**config.mk**
```make
export PLATFORM = sky130hd
export DESIGN_NAME = mcad_core
export DESIGN_NICKNAME = d
export VERILOG_FILES = /design/src/mcad_core.v
export VERILOG_INCLUDE_DIRS = /design/src
export SDC_FILE = /design/constraint.sdc
export NUM_CORES = 1
export LEC_CHECK = 0
export BUFFER_PORTS_ARGS = -buffer_cell sky130_fd_sc_hd__buf_2
export CORE_ASPECT_RATIO = 0.8
export CORE_MARGIN = 1
export CORE_UTILIZATION = 50
export CTS_BUF_LIST = sky130_fd_sc_hd__clkbuf_8
export DETAILED_ROUTE_END_ITERATION = 12
export PLACE_DENSITY = 0.71
export SLEW_MARGIN = 30
export SYNTH_ARGS = -nofsm -noshare
export SYNTH_HDL_FRONTEND = slang
export SYNTH_SLANG_ARGS = --single-unit
```
**constraint.sdc**
```tcl
create_clock -name clk_i -period 4.3 [get_ports clk_i]
set_clock_uncertainty 0.05 [all_clocks]
set_input_delay 0.86 -clock clk_i [delete_from_list [all_inputs] [get_ports clk_i]]
set_output_delay 0.86 -clock clk_i [all_outputs]
set_load 0.05 [all_outputs]
```
**src/mcad_regs.vh**
```
`ifndef MCAD_REGS_VH
`define MCAD_REGS_VH

// Instruction opcodes and fixed fields
`define MCAD_OP_ADD        6'h0a
`define MCAD_OP_ADDI       6'h06
`define MCAD_OP_AND        13'h05d9
`define MCAD_OP_BIAS       11'h1b1

// ALU operand set codes
`define MCAD_ALU_R4        3'h4
`define MCAD_ALU_LIT       3'h5
`define MCAD_ALU_MULH      3'h6
`define MCAD_ALU_MULL      3'h7

// Bias selector codes
`define MCAD_BT_LS5        4'h9
`define MCAD_BT_HS2S       4'ha
`define MCAD_BT_HS4S       4'hb
`define MCAD_BT_LS6        4'hc
`define MCAD_BT_ALL        4'hd
`define MCAD_BT_HS         4'he
`define MCAD_BT_LS         4'hf

// Bias structure mask positions: hs1..hs5, ls1..ls6, hs2 strong, hs4 strong
`define MCAD_BIAS_W        13
`define MCAD_BIAS_HS_MASK  13'h181f
`define MCAD_BIAS_LS_MASK  13'h07e0
`define MCAD_BIAS_ALL_MASK 13'h1fff

// Condition flag bit positions
`define MCAD_FL_C          0
`define MCAD_FL_ZERO       1
`define MCAD_FL_NEG        2
`define MCAD_FL_ULOW       3
`define MCAD_FL_UHIGH      4
`define MCAD_FL_SLOW       5
`define MCAD_FL_SO         6
`define MCAD_FL_MZERO      7
`define MCAD_FL_MONES      8
`define MCAD_FL_DENY       9
`define MCAD_FLAGS_W       10
`define MCAD_FLAGS_RST     10'h000

// Register byte addresses, access configuration word indices and reset value
`define MCAD_ADDR_ALU_BASE 12'h000
`define MCAD_ADDR_FLAGS    12'h020
`define MCAD_ADDR_BIAS     12'h024
`define MCAD_ADDR_PROBE    12'h028
`define MCAD_IDX_ACC0      12'h184
`define MCAD_IDX_ACC3      12'h187
`define MCAD_ACC_RST       16'h0000

// AXI responses
`define MCAD_RESP_OKAY     2'b00
`define MCAD_RESP_SLVERR   2'b10

`endif

```
**src/mcad_core.v**
```verilog
// Implementation choices: register access over AXI4-Lite and the register addresses.
`timescale 1ns/10ps
`default_nettype none
`include "mcad_regs.vh"

module mcad_core #(
  parameter CORE_ID = 0,
  parameter DATA_W  = 16,
  parameter ADDR_W  = 12
) (
  input  wire                    clk_i,
  input  wire                    resetn_i,
  input  wire [15:0]             instr_i,
  input  wire                    instr_valid_i,
  output reg  [`MCAD_BIAS_W-1:0] bias_en_o,
  output reg  [`MCAD_FLAGS_W-1:0] cond_flags_o,
  input  wire [ADDR_W-1:0]       s_axi_awaddr,
  input  wire                    s_axi_awvalid,
  output reg                     s_axi_awready,
  input  wire [31:0]             s_axi_wdata,
  input  wire [3:0]              s_axi_wstrb,
  input  wire                    s_axi_wvalid,
  output reg                     s_axi_wready,
  output reg  [1:0]              s_axi_bresp,
  output reg                     s_axi_bvalid,
  input  wire                    s_axi_bready,
  input  wire [ADDR_W-1:0]       s_axi_araddr,
  input  wire                    s_axi_arvalid,
  output reg                     s_axi_arready,
  output reg  [31:0]             s_axi_rdata,
  output reg  [1:0]              s_axi_rresp,
  output reg                     s_axi_rvalid,
  input  wire                    s_axi_rready
);

  // Class of a five-bit core register code: [8:5] class, [2:0] index in class
  function [8:0] core_reg_class;
    input [4:0] code;
    begin
      casez (code)
        5'b00???: core_reg_class = {4'h0, 2'b00, code[2:0]};
        5'b01000: core_reg_class = {4'h1, 5'h00};
        5'b01001: core_reg_class = {4'h2, 5'h00};
        5'b0101?: core_reg_class = {4'h3, 4'h0, code[0]};
        5'b011??: core_reg_class = {4'h4, 3'h0, code[1:0]};
        5'b100??: core_reg_class = {4'h5, 3'h0, code[1:0]};
        5'b10100: core_reg_class = {4'h6, 5'h00};
        5'b10101: core_reg_class = {4'h7, 5'h00};
        5'b10110: core_reg_class = {4'h8, 5'h00};
        5'b10111: core_reg_class = {4'h9, 5'h00};
        5'b11101: core_reg_class = {4'hb, 5'h00};
        5'b11110: core_reg_class = {4'hc, 5'h00};
        5'b11111: core_reg_class = {4'hd, 5'h00};
        default:  core_reg_class = {4'ha, 2'b00, code[2:0]};
      endcase
    end
  endfunction

  // Restricted general operand: r0-r4 and literal holder only
  function general_ok;
    input [2:0] code;
    begin
      general_ok = (code <= `MCAD_ALU_LIT);
    end
  endfunction

  // Bias selector to structure mask
  function [`MCAD_BIAS_W-1:0] bias_decode;
    input [3:0] sel;
    begin
      case (sel)
        `MCAD_BT_HS2S: bias_decode = 13'h0800;
        `MCAD_BT_HS4S: bias_decode = 13'h1000;
        `MCAD_BT_LS6:  bias_decode = 13'h0400;
        `MCAD_BT_ALL:  bias_decode = `MCAD_BIAS_ALL_MASK;
        `MCAD_BT_HS:   bias_decode = `MCAD_BIAS_HS_MASK;
        `MCAD_BT_LS:   bias_decode = `MCAD_BIAS_LS_MASK;
        default:       bias_decode = 13'h0001 << sel;
      endcase
    end
  endfunction

  // Jump register operand: one-hot pick of the two jump targets
  function [1:0] jump_register_operand_set;
    input code;
    begin
      jump_register_operand_set = code ? 2'b10 : 2'b01;
    end
  endfunction

  // Byte address inside the ALU operand set window
  function alu_hit;
    input [ADDR_W-1:0] addr;
    begin
      alu_hit = addr[11:5] == 7'h00;
    end
  endfunction

  // Word index inside the output access configuration window
  function acc_hit;
    input [9:0] word;
    begin
      acc_hit = {2'b00, word} >= `MCAD_IDX_ACC0 && {2'b00, word} <= `MCAD_IDX_ACC3;
    end
  endfunction

  // ALU operand set: index 0-4 r0-r4, 5 literal holder, 6/7 multiply words
  reg [DATA_W-1:0] alu_operand_set_reg [0:7];
  reg [15:0]       output_access_config_reg [0:3];
  reg [5:0]        probe_reg;

  // Instruction fields
  wire [2:0] first_source  = instr_i[2:0];
  wire [2:0] second_source = instr_i[5:3];
  wire [2:0] result_sel    = instr_i[9:7];
  wire [3:0] add_literal   = instr_i[6:3];
  wire       bias_state    = instr_i[4];
  wire [3:0] bias_selector = instr_i[3:0];

  wire is_add  = instr_valid_i && instr_i[15:10] == `MCAD_OP_ADD &&
                 !instr_i[6];
  wire is_addi = instr_valid_i && instr_i[15:10] == `MCAD_OP_ADDI;
  wire is_and  = instr_valid_i && instr_i[15:3] == `MCAD_OP_AND;
  wire is_bias = instr_valid_i && instr_i[15:5] == `MCAD_OP_BIAS;

  // Adder shared by add and add-immediate
  wire [DATA_W-1:0] add_a = alu_operand_set_reg[first_source];
  wire [DATA_W-1:0] add_b = is_addi ? {{(DATA_W-4){1'b0}}, add_literal}
                                    : alu_operand_set_reg[second_source];
  wire [DATA_W:0]   add_full = {1'b0, add_a} + {1'b0, add_b};
  wire [DATA_W-1:0] add_sum  = add_full[DATA_W-1:0];
  wire [DATA_W-1:0] alu_literal_holder = alu_operand_set_reg[`MCAD_ALU_LIT];
  wire [DATA_W-1:0] mask_res = add_a & alu_literal_holder;

  // Condition flags of the shared adder and of the mask
  wire add_carry          = add_full[DATA_W];
  wire sum_zero_bit       = add_sum == {DATA_W{1'b0}};
  wire sum_negative_bit   = add_sum[DATA_W-1];
  // Unsigned underflow cannot arise from an addition
  wire unsigned_low_wrap  = 1'b0;
  wire unsigned_high_wrap = add_full[DATA_W];
  wire signed_low_wrap    = add_a[DATA_W-1] & add_b[DATA_W-1] & ~add_sum[DATA_W-1];
  wire signed_high_wrap   = ~add_a[DATA_W-1] & ~add_b[DATA_W-1] & add_sum[DATA_W-1];
  wire mask_all_zero      = mask_res == {DATA_W{1'b0}};
  wire mask_all_ones      = mask_res == {DATA_W{1'b1}};

  // Drive rights of this core; strong structures follow their high-side output
  wire [15:0]             acc_word    = output_access_config_reg[CORE_ID];
  wire [`MCAD_BIAS_W-1:0] drive_right = {acc_word[3], acc_word[1], acc_word[10:0]};
  wire [`MCAD_BIAS_W-1:0] bias_sel    = bias_decode(bias_selector);
  wire [`MCAD_BIAS_W-1:0] bias_allow  = bias_sel & drive_right;

  // Bus write path
  reg              aw_got_reg;
  reg              w_got_reg;
  reg [ADDR_W-1:0] aw_addr_reg;
  reg [31:0]       w_data_reg;
  reg [3:0]        w_strb_reg;
  wire             wr_do = aw_got_reg && w_got_reg && !s_axi_bvalid;
  wire [15:0]      wr_lo = {w_strb_reg[1] ? w_data_reg[15:8] : 8'h00,
                            w_strb_reg[0] ? w_data_reg[7:0] : 8'h00};
  wire [1:0]       wr_lo_en = w_strb_reg[1:0];
  wire [9:0]       wr_word  = aw_addr_reg[11:2];
  wire             wr_alu   = wr_do && alu_hit(aw_addr_reg);
  wire             wr_acc   = wr_do && acc_hit(wr_word);
  wire             wr_probe = wr_do && aw_addr_reg == `MCAD_ADDR_PROBE;
  wire             wr_ok    = wr_alu || wr_acc || wr_probe ||
                              aw_addr_reg == `MCAD_ADDR_FLAGS ||
                              aw_addr_reg == `MCAD_ADDR_BIAS;

  function [15:0] merge16;
    input [15:0] old;
    input [15:0] nw;
    input [1:0]  en;
    begin
      merge16 = {en[1] ? nw[15:8] : old[15:8], en[0] ? nw[7:0] : old[7:0]};
    end
  endfunction

  integer i;
  integer j;

  // Register file: instruction results override a same-cycle bus write
  always @(posedge clk_i) begin
    if (!resetn_i) begin
      for (i = 0; i < 8; i = i + 1) begin
        alu_operand_set_reg[i] <= {DATA_W{1'b0}};
      end
    end else begin
      if (wr_alu) begin
        alu_operand_set_reg[aw_addr_reg[4:2]] <=
          merge16(alu_operand_set_reg[aw_addr_reg[4:2]], wr_lo, wr_lo_en);
      end
      if (is_add || is_addi) begin
        alu_operand_set_reg[result_sel] <= add_sum;
      end else if (is_and) begin
        alu_operand_set_reg[first_source] <= mask_res;
      end
    end
  end

  // Condition flags, bias state and access configuration
  always @(posedge clk_i) begin
    if (!resetn_i) begin
      cond_flags_o <= `MCAD_FLAGS_RST;
      bias_en_o    <= {`MCAD_BIAS_W{1'b0}};
      probe_reg    <= 6'h00;
      for (j = 0; j < 4; j = j + 1) begin
        output_access_config_reg[j] <= `MCAD_ACC_RST;
      end
    end else begin
      if (wr_acc) begin
        output_access_config_reg[wr_word[1:0]] <=
          merge16(output_access_config_reg[wr_word[1:0]], wr_lo, wr_lo_en);
      end
      if (wr_probe && wr_lo_en[0]) begin
        probe_reg <= wr_lo[5:0];
      end
      if (is_add || is_addi) begin
        cond_flags_o[`MCAD_FL_C]     <= add_carry;
        cond_flags_o[`MCAD_FL_ZERO]  <= sum_zero_bit;
        cond_flags_o[`MCAD_FL_NEG]   <= sum_negative_bit;
        cond_flags_o[`MCAD_FL_ULOW]  <= unsigned_low_wrap;
        cond_flags_o[`MCAD_FL_UHIGH] <= unsigned_high_wrap;
        cond_flags_o[`MCAD_FL_SLOW]  <= signed_low_wrap;
        cond_flags_o[`MCAD_FL_SO]    <= signed_high_wrap;
      end
      if (is_and) begin
        cond_flags_o[`MCAD_FL_MZERO] <= mask_all_zero;
        cond_flags_o[`MCAD_FL_MONES] <= mask_all_ones;
      end
      if (is_bias) begin
        cond_flags_o[`MCAD_FL_DENY] <= bias_allow != bias_sel;
        if (bias_state) begin
          bias_en_o <= bias_en_o | bias_allow;
        end else begin
          bias_en_o <= bias_en_o & ~bias_allow;
        end
      end
    end
  end

  // Read data decode
  reg  [31:0] rd_data;
  reg         rd_ok;
  wire [9:0]  rd_word = s_axi_araddr[11:2];
  wire [8:0]  probe_class = core_reg_class(probe_reg[4:0]);

  always @* begin
    rd_data = 32'h0000_0000;
    rd_ok   = 1'b1;
    if (alu_hit(s_axi_araddr)) begin
      rd_data[DATA_W-1:0] = alu_operand_set_reg[s_axi_araddr[4:2]];
    end else if (s_axi_araddr == `MCAD_ADDR_FLAGS) begin
      rd_data[`MCAD_FLAGS_W-1:0] = cond_flags_o;
    end else if (s_axi_araddr == `MCAD_ADDR_BIAS) begin
      rd_data[`MCAD_BIAS_W-1:0] = bias_en_o;
    end else if (s_axi_araddr == `MCAD_ADDR_PROBE) begin
      rd_data[5:0]   = probe_reg;
      rd_data[16:8]  = probe_class;
      rd_data[20]    = general_ok(probe_reg[2:0]);
      rd_data[25:24] = jump_register_operand_set(probe_reg[5]);
    end else if (acc_hit(rd_word)) begin
      rd_data[15:0] = output_access_config_reg[rd_word[1:0]];
    end else begin
      rd_ok = 1'b0;
    end
  end

  // AXI4-Lite handshakes
  always @(posedge clk_i) begin
    if (!resetn_i) begin
      s_axi_awready <= 1'b1;
      s_axi_wready  <= 1'b1;
      s_axi_bvalid  <= 1'b0;
      s_axi_bresp   <= `MCAD_RESP_OKAY;
      s_axi_arready <= 1'b1;
      s_axi_rvalid  <= 1'b0;
      s_axi_rresp   <= `MCAD_RESP_OKAY;
      s_axi_rdata   <= 32'h0000_0000;
      aw_got_reg    <= 1'b0;
      w_got_reg     <= 1'b0;
      aw_addr_reg   <= {ADDR_W{1'b0}};
      w_data_reg    <= 32'h0000_0000;
      w_strb_reg    <= 4'h0;
    end else begin
      if (s_axi_awvalid && s_axi_awready) begin
        aw_got_reg    <= 1'b1;
        aw_addr_reg   <= s_axi_awaddr;
        s_axi_awready <= 1'b0;
      end
      if (s_axi_wvalid && s_axi_wready) begin
        w_got_reg    <= 1'b1;
        w_data_reg   <= s_axi_wdata;
        w_strb_reg   <= s_axi_wstrb;
        s_axi_wready <= 1'b0;
      end
      // Response once both address and data are held
      if (wr_do) begin
        aw_got_reg   <= 1'b0;
        w_got_reg    <= 1'b0;
        s_axi_bvalid <= 1'b1;
        s_axi_bresp  <= wr_ok ? `MCAD_RESP_OKAY : `MCAD_RESP_SLVERR;
      end
      // Readies return once the response is taken
      if (s_axi_bvalid && s_axi_bready) begin
        s_axi_bvalid  <= 1'b0;
        s_axi_awready <= 1'b1;
        s_axi_wready  <= 1'b1;
      end
      if (s_axi_arvalid && s_axi_arready) begin
        s_axi_arready <= 1'b0;
        s_axi_rvalid  <= 1'b1;
        s_axi_rdata   <= rd_data;
        s_axi_rresp   <= rd_ok ? `MCAD_RESP_OKAY : `MCAD_RESP_SLVERR;
      end
      if (s_axi_rvalid && s_axi_rready) begin
        s_axi_rvalid  <= 1'b0;
        s_axi_arready <= 1'b1;
      end
    end
  end

endmodule
`default_nettype wire

```
### Yosys cells after proc, flatten, opt, wreduce, memory -nomap -nowiden

Memories as Yosys holds them, arrays and structs flattened.
Cells that the tools add are included.

| word-level totals | value |
|---|---|
| flip-flop bits (word level) | 89 |
| RAM bits | 192 |
| memories kept | 2 |

| operators by class | value |
|---|---|
| add/subtract/negate cells | 1 |
| magnitude comparators | 5 |
| equality and inequality tests | 34 |
| shift-type cells | 1 |
| multiplexer cells | 66 |
| bitwise gates (word level) | 13 |
| reductions and logical operators | 41 |

Memories:

| name | depth | width | read ports | clocked after Yosys merged registers in | wr ports | line | text |
|---|---|---|---|---|---|---|---|
| alu_operand_set_reg | 8 | 16 | 4 | 0 | 8 | mcad_core.v:108 | `reg [DATA_W-1:0] alu_operand_set_reg [0:7];` |
| output_access_config_reg | 4 | 16 | 2 | 0 | 4 | mcad_core.v:109 | `reg [15:0] output_access_config_reg [0:3];` |

Operators with widths:

| kind | count |
|---|---|
| 16-bit 2-to-1 mux | 11 |
| 9-bit case mux with 13 select lines | 1 |
| 13-bit case mux with 6 select lines | 1 |
| 12-bit by 6-bit equality test with 1-bit output, second input constant | 6 |
| 16-bit OR reduction | 4 |
| 8-bit 2-to-1 mux | 6 |
| 5-bit equality test, second input constant | 7 |
| 16-bit zero test | 2 |
| 1-bit 2-to-1 mux | 27 |
| 13-bit bitwise AND | 2 |
| 13-bit 2-to-1 mux | 2 |
| 4-bit equality test, second input constant | 6 |
| 2-bit 2-to-1 mux | 11 |
| 10-bit by 9-bit greater-or-equal comparator with 1-bit output, second input constant | 2 |
| 10-bit by 9-bit <= comparator with 1-bit output, second input constant | 2 |
| 1-bit logical AND | 18 |
| 16-bit by 16-bit adder with 17-bit output | 1 |
| 16-bit bitwise AND | 1 |
| 16-bit equality test, second input constant | 1 |
| 7-bit zero test | 2 |
| 13-bit by 11-bit equality test with 1-bit output, second input constant | 1 |
| 13-bit != test | 1 |
| 13-bit NOT | 1 |
| 13-bit bitwise OR | 1 |
| 22 further kinds | 44 |

### Logic depth before layout (Yosys ltp)

Gate-level depths: netlist (run 1).

| logic depth | value |
|---|---|
| depth in word-level cells | 11 |
| depth in mapped cells | 17 |
| gate-level depth less buffers | 16 |

### Worst setup path before layout (run 1)

Ideal clock, no wire load.

| timing path | value |
|---|---|
| path type | input to register |
| start | input instr_i[3] |
| end | memory alu_operand_set_reg[3][14], data pin |
| library setup time | 0.270 ns |
| data arrival time | 4.048 ns |
| data required time | 3.980 ns |
| path slack | -0.068 ns |
| stages on the path | 13 |
| cell sequence | clkbuf_1 -> buf_2 -> mux4_2 -> mux2i_1 -> nor2_1 -> ha_1 -> a21o_1 -> and2_1 -> or4_1 -> o211ai_1 -> and3b_1 -> a21oi_2 -> mux2i_1 |

RTL lines:

| what | line | text |
|---|---|---|
| start, declared | mcad_core.v:13 | `input wire [15:0] instr_i,` |
| end, declared | mcad_core.v:108 |  |

==> flow_metrics.env, run 1 <==
export IMPL_status="completed"
export IMPL_p_leak_uw=0.007483
export IMPL_io_buffers=114
export IMPL_multi_input_area_mm2=0.008862
export IMPL_dp_hpwl_mm=40.13
export IMPL_synth_cells=1632
export IMPL_synth_top_cell_by_area="edfxtp_1"
export IMPL_seq_area_mm2=0.007487
export IMPL_max_freq_mhz=254.9
export IMPL_die_width_um=208.6
export IMPL_synth_avg_cell_area_um2=10.46
export IMPL_critical_path_required_ns=4.67
export IMPL_synth_common_cells="192 x edfxtp_1, 192 x nand2_1, 139 x nand3_1"
export IMPL_clock_latency_ns=0.61
export IMPL_powerDensity_mw_per_mm2=347.2
export IMPL_cts_hold_buffers=0
export IMPL_maxSlewHeadroom_pct=36.66
export IMPL_fin_crit_sh_pct=91.24
export IMPL_cap_violations=0
export IMPL_drive_gt1_share_pct=25.45
export IMPL_vias=14450
export IMPL_largest_reg_flops=128
export IMPL_synth_ff_type="edfxtp_1"
export IMPL_synth_top_area_share_pct=33.77
export IMPL_cts_clk_slew_worst_paths_ns=0.06
export IMPL_nets=1897
export IMPL_synth_seq_area_share_pct=43.85
export IMPL_grt_setup_unrepaired="no"
export IMPL_fill_cells=2796
export IMPL_max_stage_delay_ns=0.53
export IMPL_critical_path_slowest_cell="mux4_2"
export IMPL_slew_viol_final=0
export IMPL_root_buffer="clkbuf_8"
export IMPL_start_kind="input port"
export IMPL_ir_worst_vdd_mv=0.2452
export IMPL_cts_sinks=278
export IMPL_synth_edf_count=192
export IMPL_wire_per_inst_um=23.71
export IMPL_cts_buffers=44
export IMPL_cts_htree_levels=2
export IMPL_grt_pass1_wl_mm=80.93
export IMPL_initial_utilization_pct=50.76
export IMPL_power_uw=6810
export IMPL_synthArstFlopShare_pct=0
export IMPL_viasPerCell=6.379
export IMPL_first_global_vias=13300
export IMPL_antenna_left=0
export IMPL_critical_path_class="in2reg"
export IMPL_pin_count=148
export IMPL_post_route_util_pct=58.32
export IMPL_tightest_slew_ns=0.9450
export IMPL_track_usage_pct=30.70
export IMPL_crit_top_cell="o21ai_0"
export IMPL_die_y_um=167.3
export IMPL_grt_ovfl_total=0
export IMPL_grt_max_degree=49
export IMPL_cts_resized=0
export IMPL_yosys_warnings=0
export IMPL_crit_buf_inv=4
export IMPL_yosys_top_cells_area="edfxtp_1 34%, mux4_2 15%, dfxtp_1 10%, nand2_1 4.2%, nand3_1 4.1%"
export IMPL_syn_to_final_growth_pct=14.88
export IMPL_hold_violations=0
export IMPL_post_cts_buffers=0
export IMPL_ys_ff_latch=278
export IMPL_drt_initial_drc_count=1986
export IMPL_rows=60
export IMPL_dieArea_mm2=0.03489
export IMPL_drcViolationCount=0
export IMPL_path_cells="buf_2 -> buf_12 -> mux4_2 -> mux2i_1 -> o21ai_0 -> ha_1 -> o21ai_0 -> or4_1 -> nand2_1 -> a21oi_1 -> o311ai_1 -> buf_4 -> a21oi_2 -> buf_4 -> o21ai_0"
export IMPL_setup_viol=0
export IMPL_worstSetupEndpointType="flip-flop"
export IMPL_arrival_ns=4.29
export IMPL_synth_distinct_cells=80
export IMPL_syn_cell_area_mm2=0.01707
export IMPL_fin_crit_ns=3.923
export IMPL_antenna_found_initial=1
export IMPL_finalWirelength_mm=53.71
export IMPL_clk_path_buf_depth=3
export IMPL_crit_path_max_fanout=20
export IMPL_n_antenna_cell=0
export IMPL_core_area_mm2=0.03363
export IMPL_gp_congestion=0.9505
export IMPL_crit_family="compound AO/OA/AOI/OAI gates"
export IMPL_hold_class="reg2reg"
export IMPL_first_pass_iters=6
export IMPL_cts_tree="yes"
-- routing by layer --
metal / up-vias / part of all wire, % / GRT usage, %
li1: 6429 / - / -
met3: 103 / 15 / 8.458
met2: 1056 / 41 / 42.36
met4: 2 / 2.8 / 9.495
met1: 6858 / 41 / 46.39
met5: - / 0.14 / 1.517
-- cells by family (layout without fill, tap and decap cells) --
logic type                 Yosys count  count (layout)  synth area share [%]
and+or+nand+nor                    627             627                 17.96
AOI/OAI and AO/OA                  326             326                 11.73
DFF                                278             278                 43.85
muxes                              198             198                 19.96
buffers and inverters              173             358                 4.551
adders and majority gates           18              18                 1.363
xor gates and xnor gates            11              11                0.5643
other                                1              15               0.02196
-- cells in the final DEF (no fill, tap or decap), types with 48 or more instances in the layout --
cell type and instances:
o21ai_0 75, clkbuf_8 52, mux4_2 112, mux2i_1 67, buf_2 112, nand3_1 139, dfxtp_1 86, nor2_1 127
nand2_1 192, edfxtp_1 192, buf_4 119, inv_1 48, o21ai_1 82
-- worst register-to-register path: stages (launching register included) --
cell and delay [ns]:
edfxtp_1 0.45, mux4_2 0.49, mux2i_1 0.34, o21ai_0 0.15, ha_1 0.37, o21ai_0 0.15
or4_1 0.49, nand2_1 0.11, a21oi_1 0.10, o311ai_1 0.26, buf_4 0.18, a21oi_2 0.05
buf_4 0.18, o21ai_0 0.20
-- final timing paths --
path | cells past startpoint | end | slack, ns | from
worst max-delay path | 15 | alu_operand_set_reg[5][13]$_DFFE_PP_ | 0.38 | instr_i[3]
worst min-delay path | 2 | s_axi_rdata[2]$_SDFFE_PN0P_ | 0.40 | s_axi_rdata[2]$_SDFFE_PN0P_
worst max register to register | 13 | alu_operand_set_reg[5][13]$_DFFE_PP_ | 0.58 | alu_operand_set_reg[4][3]$_DFFE_PP_
worst min register to register | 2 | s_axi_rdata[2]$_SDFFE_PN0P_ | 0.40 | s_axi_rdata[2]$_SDFFE_PN0P_
-- layout make-up --
class	count	share of cell area, %
Clock buffer	52	3.649
Clock inverter	30	0.9569
Inverter	33	0.6315
Multi-Input combinational cell	1195	45.18
Sequential cell	278	38.17
Tap cell	434	2.769
Timing Repair Buffer	243	8.637
-- report_power, final --
group,internal [µW],leakage [µW],switching [µW]
Clock,1230,0.000528,1100
Sequential,2950,0.00268,113
Combinational,593,0.00427,831
-- per-stage QoR --
stage	std cells	setup TNS, ns	instance area, µm²	setup slack, ns	hold slack [ns]
final	2265	0	19610	0.3766	0.3951
after floorplan	1646	0	17130	0.001565	0.3923
after CTS	2265	0	19610	0.4322	0.3979
after global routing	2265	0	19610	0.04580	0.4131
after detailed placement	2183	-6.451	18710	-0.1738	0.3890
after global placement	2183	-3.979	18710	-0.1019	0.3857
Note: power is estimated with default switching activity, not from simulation.
==> run 2, diff against run 1 <==
Settings changed: CORE_MARGIN 1 to unset, REMOVE_ABC_BUFFERS set to 1.
==> run 2 against run 1 <==
Effect of this change: sequential share of layout area up 0.23 points; non-clock buffer count down 9; routed wire length down 1.4%; clock-buffer cell count down 3; core utilization down 0.35 points; total power down 2.7%; critical path type unchanged; largest cell class unchanged.
==> flow_metrics.env, run 2 (synthesis gave the netlist of run 1 again) <==
export IMPL_status="completed"
export IMPL_clk_path_buf_depth=3
export IMPL_largest_reg_flops=128
export IMPL_rows=60
export IMPL_finalWirelength_mm=52.93
export IMPL_slew_viol_final=0
export IMPL_crit_path_max_fanout=14
export IMPL_max_stage_delay_ns=0.59
export IMPL_max_freq_mhz=253.0
export IMPL_io_buffers=114
export IMPL_viasPerCell=6.338
export IMPL_swShare_pct=30.59
export IMPL_start_kind="input port"
export IMPL_die_y_um=167.3
export IMPL_r2r_slack_ns=0.46
export IMPL_drcViolationCount=0
export IMPL_fill_cells=2825
export IMPL_crit_top_cell="a21oi_1"
export IMPL_fin_crit_ns=3.953
export IMPL_dieArea_mm2=0.03489
export IMPL_fin_crit_sh_pct=91.93
export IMPL_cts_resized=0
export IMPL_p_clk_share_pct=32.1
export IMPL_grt_ovfl_total=0
export IMPL_reg2reg_depth=13
export IMPL_maxSlewHeadroom_pct=26.99
export IMPL_final_cell_mix="192 x nand2_1, 192 x edfxtp_1, 139 x nand3_1"
export IMPL_ir_worst_vdd_mv=0.2864
export IMPL_fin_area_mm2=0.01950
export IMPL_critical_path_slowest_cell="a2111oi_0"
export IMPL_p_switching_uw=2027
export IMPL_grt_met2_usage_pct=43.25
export IMPL_antenna_found_initial=1
export IMPL_worstSetupEndpointType="flip-flop"
export IMPL_rr_startpoint="alu_operand_set_reg[3][0]$_DFFE_PP_"
export IMPL_critical_path_required_ns=4.59
export IMPL_hold_violations=0
export IMPL_cts_sinks=278
export IMPL_top_usage_layer="met1"
export IMPL_setup_tns_ns=0
export IMPL_grt_use_met3_pct=8.608
export IMPL_drive_gt1_share_pct=24.71
export IMPL_powerDensity_mw_per_mm2=339.8
export IMPL_cts_buffers=45
export IMPL_wire_per_inst_um=23.46
export IMPL_vias=14300
export IMPL_first_pass_iters=6
export IMPL_crit_end="alu_operand_set_reg[2][6]$_DFFE_PP_"
export IMPL_grt_use_met1_pct=45.49
export IMPL_cap_violations=0
export IMPL_core_area_mm2=0.03363
export IMPL_min_path_cells=2
export IMPL_grt_pass1_wl_mm=80.90
export IMPL_nets=1889
export IMPL_dp_hpwl_mm=40.21
export IMPL_hold_class="reg2reg"
export IMPL_seqPwrFrac_pct=46.3
export IMPL_initial_utilization_pct=50.76
export IMPL_post_cts_buffers=0
export IMPL_die_width_um=208.6
export IMPL_cts_clk_slew_worst_paths_ns=0.06
export IMPL_gp_congestion=0.9713
export IMPL_cts_htree_levels=2
export IMPL_p_int_uw=4598
export IMPL_antenna_left=0
export IMPL_clock_latency_ns=0.60
export IMPL_place_inst=2174
export IMPL_grt_max_degree=64
export IMPL_post_route_util_pct=57.97
export IMPL_cts_hold_buffers=0
export IMPL_r2r_end="alu_operand_set_reg[2][6]$_DFFE_PP_"
export IMPL_grt_setup_unrepaired="no"
export IMPL_combPwrFrac_pct=21.6
export IMPL_p_leak_uw=0.007438
export IMPL_cp_startpoint="instr_i[0]"
export IMPL_setup_viol=0
export IMPL_drt_initial_drc_count=2155
export IMPL_root_buffer="clkbuf_8"
export IMPL_arrival_ns=4.24
export IMPL_path_cells="buf_2 -> buf_12 -> mux4_2 -> mux2_2 -> ha_1 -> inv_1 -> fa_1 -> nand2b_1 -> a21oi_1 -> a2111oi_0 -> xor2_1 -> nor2_1 -> a21oi_1 -> buf_4 -> o21ai_0"
export IMPL_tightest_slew_ns=1.089
export IMPL_track_usage_pct=30.60
export IMPL_syn_to_final_growth_pct=14.20
export IMPL_cts_tree="yes"
export IMPL_placed_area_mm2=0.01867
export IMPL_pin_count=148
export IMPL_first_global_vias=13400
export IMPL_critical_path_class="in2reg"
export IMPL_instances_no_fill=2256
-- run 2: stage by stage --
| step | total power (µW) | setup WS (ns) | hold slack, ns |
|---|---|---|---|
| 6_report | 6625 | 0.3469 | 0.4021 |
| 5_1_grt | 6844 | 0.1045 | 0.4196 |
| 4_1_cts | 6608 | 0.4039 | 0.3870 |
| 3_5_place_dp | 4501 | -0.2295 | 0.4016 |
| 3_3_place_gp | 4471 | -0.1052 | 0.3971 |
| 2_1_floorplan | 3793 | 0.06173 | 0.3927 |
-- run 2: layout make-up --
class	count	area, µm²	share of cell area (%)
Sequential cell	278	7487	38.40
Antenna cell	1	2.502	0.01284
Clock buffer	49	674.4	3.459
Clock inverter	32	152.6	0.7830
Timing Repair Buffer	234	1652	8.471
Inverter	33	123.9	0.6353
Multi-Input combinational cell	1195	8861	45.45
Tap cell	434	543.0	2.785
-- run 2: worst max-delay path: cells and delay by family --
| kind | cells | cell delay, ns |
|---|---|---|
| xor+xnor | 1 | 0.30 |
| buf+inv | 4 | 0.67 |
| fa+ha+maj | 2 | 0.42 |
| compound gates | 4 | 0.95 |
| mux | 2 | 0.79 |
| simple gates | 2 | 0.23 |
-- run 2: how the worst min path moves through the flow --
stage | startpoint | end | slack (ns)
5_1_grt | s_axi_rdata[5]$_SDFFE_PN0P_ | s_axi_rdata[5]$_SDFFE_PN0P_ | 0.42
4_1_cts | s_axi_awvalid | s_axi_awready$_SDFFE_PP1P_ | 0.39
6_report | s_axi_rdata[5]$_SDFFE_PN0P_ | s_axi_rdata[5]$_SDFFE_PN0P_ | 0.40
3_5_place_dp | s_axi_rdata[2]$_SDFFE_PN0P_ | s_axi_rdata[2]$_SDFFE_PN0P_ | 0.40
2_1_floorplan | aw_addr_reg[8]$_SDFFE_PN0P_ | aw_addr_reg[8]$_SDFFE_PN0P_ | 0.39
3_3_place_gp | s_axi_rdata[2]$_SDFFE_PN0P_ | s_axi_rdata[2]$_SDFFE_PN0P_ | 0.40
-- run 2: metal layers --
layer  up-vias  part of all wire, %
met4         0                  2.5
li1       6412                    -
met5         -                    0
met3        91                   15
met1      6820                   41
met2       976                   42
-- run 2: power groups by stage --
stage	Clock, µW	Combinational [µW]	Sequential (µW)
2_1_floorplan	0	685	3110
3_3_place_gp	0	1370	3100
3_5_place_dp	0	1390	3110
4_1_cts	2150	1390	3060
5_1_grt	2260	1510	3070
6_report	2130	1430	3070
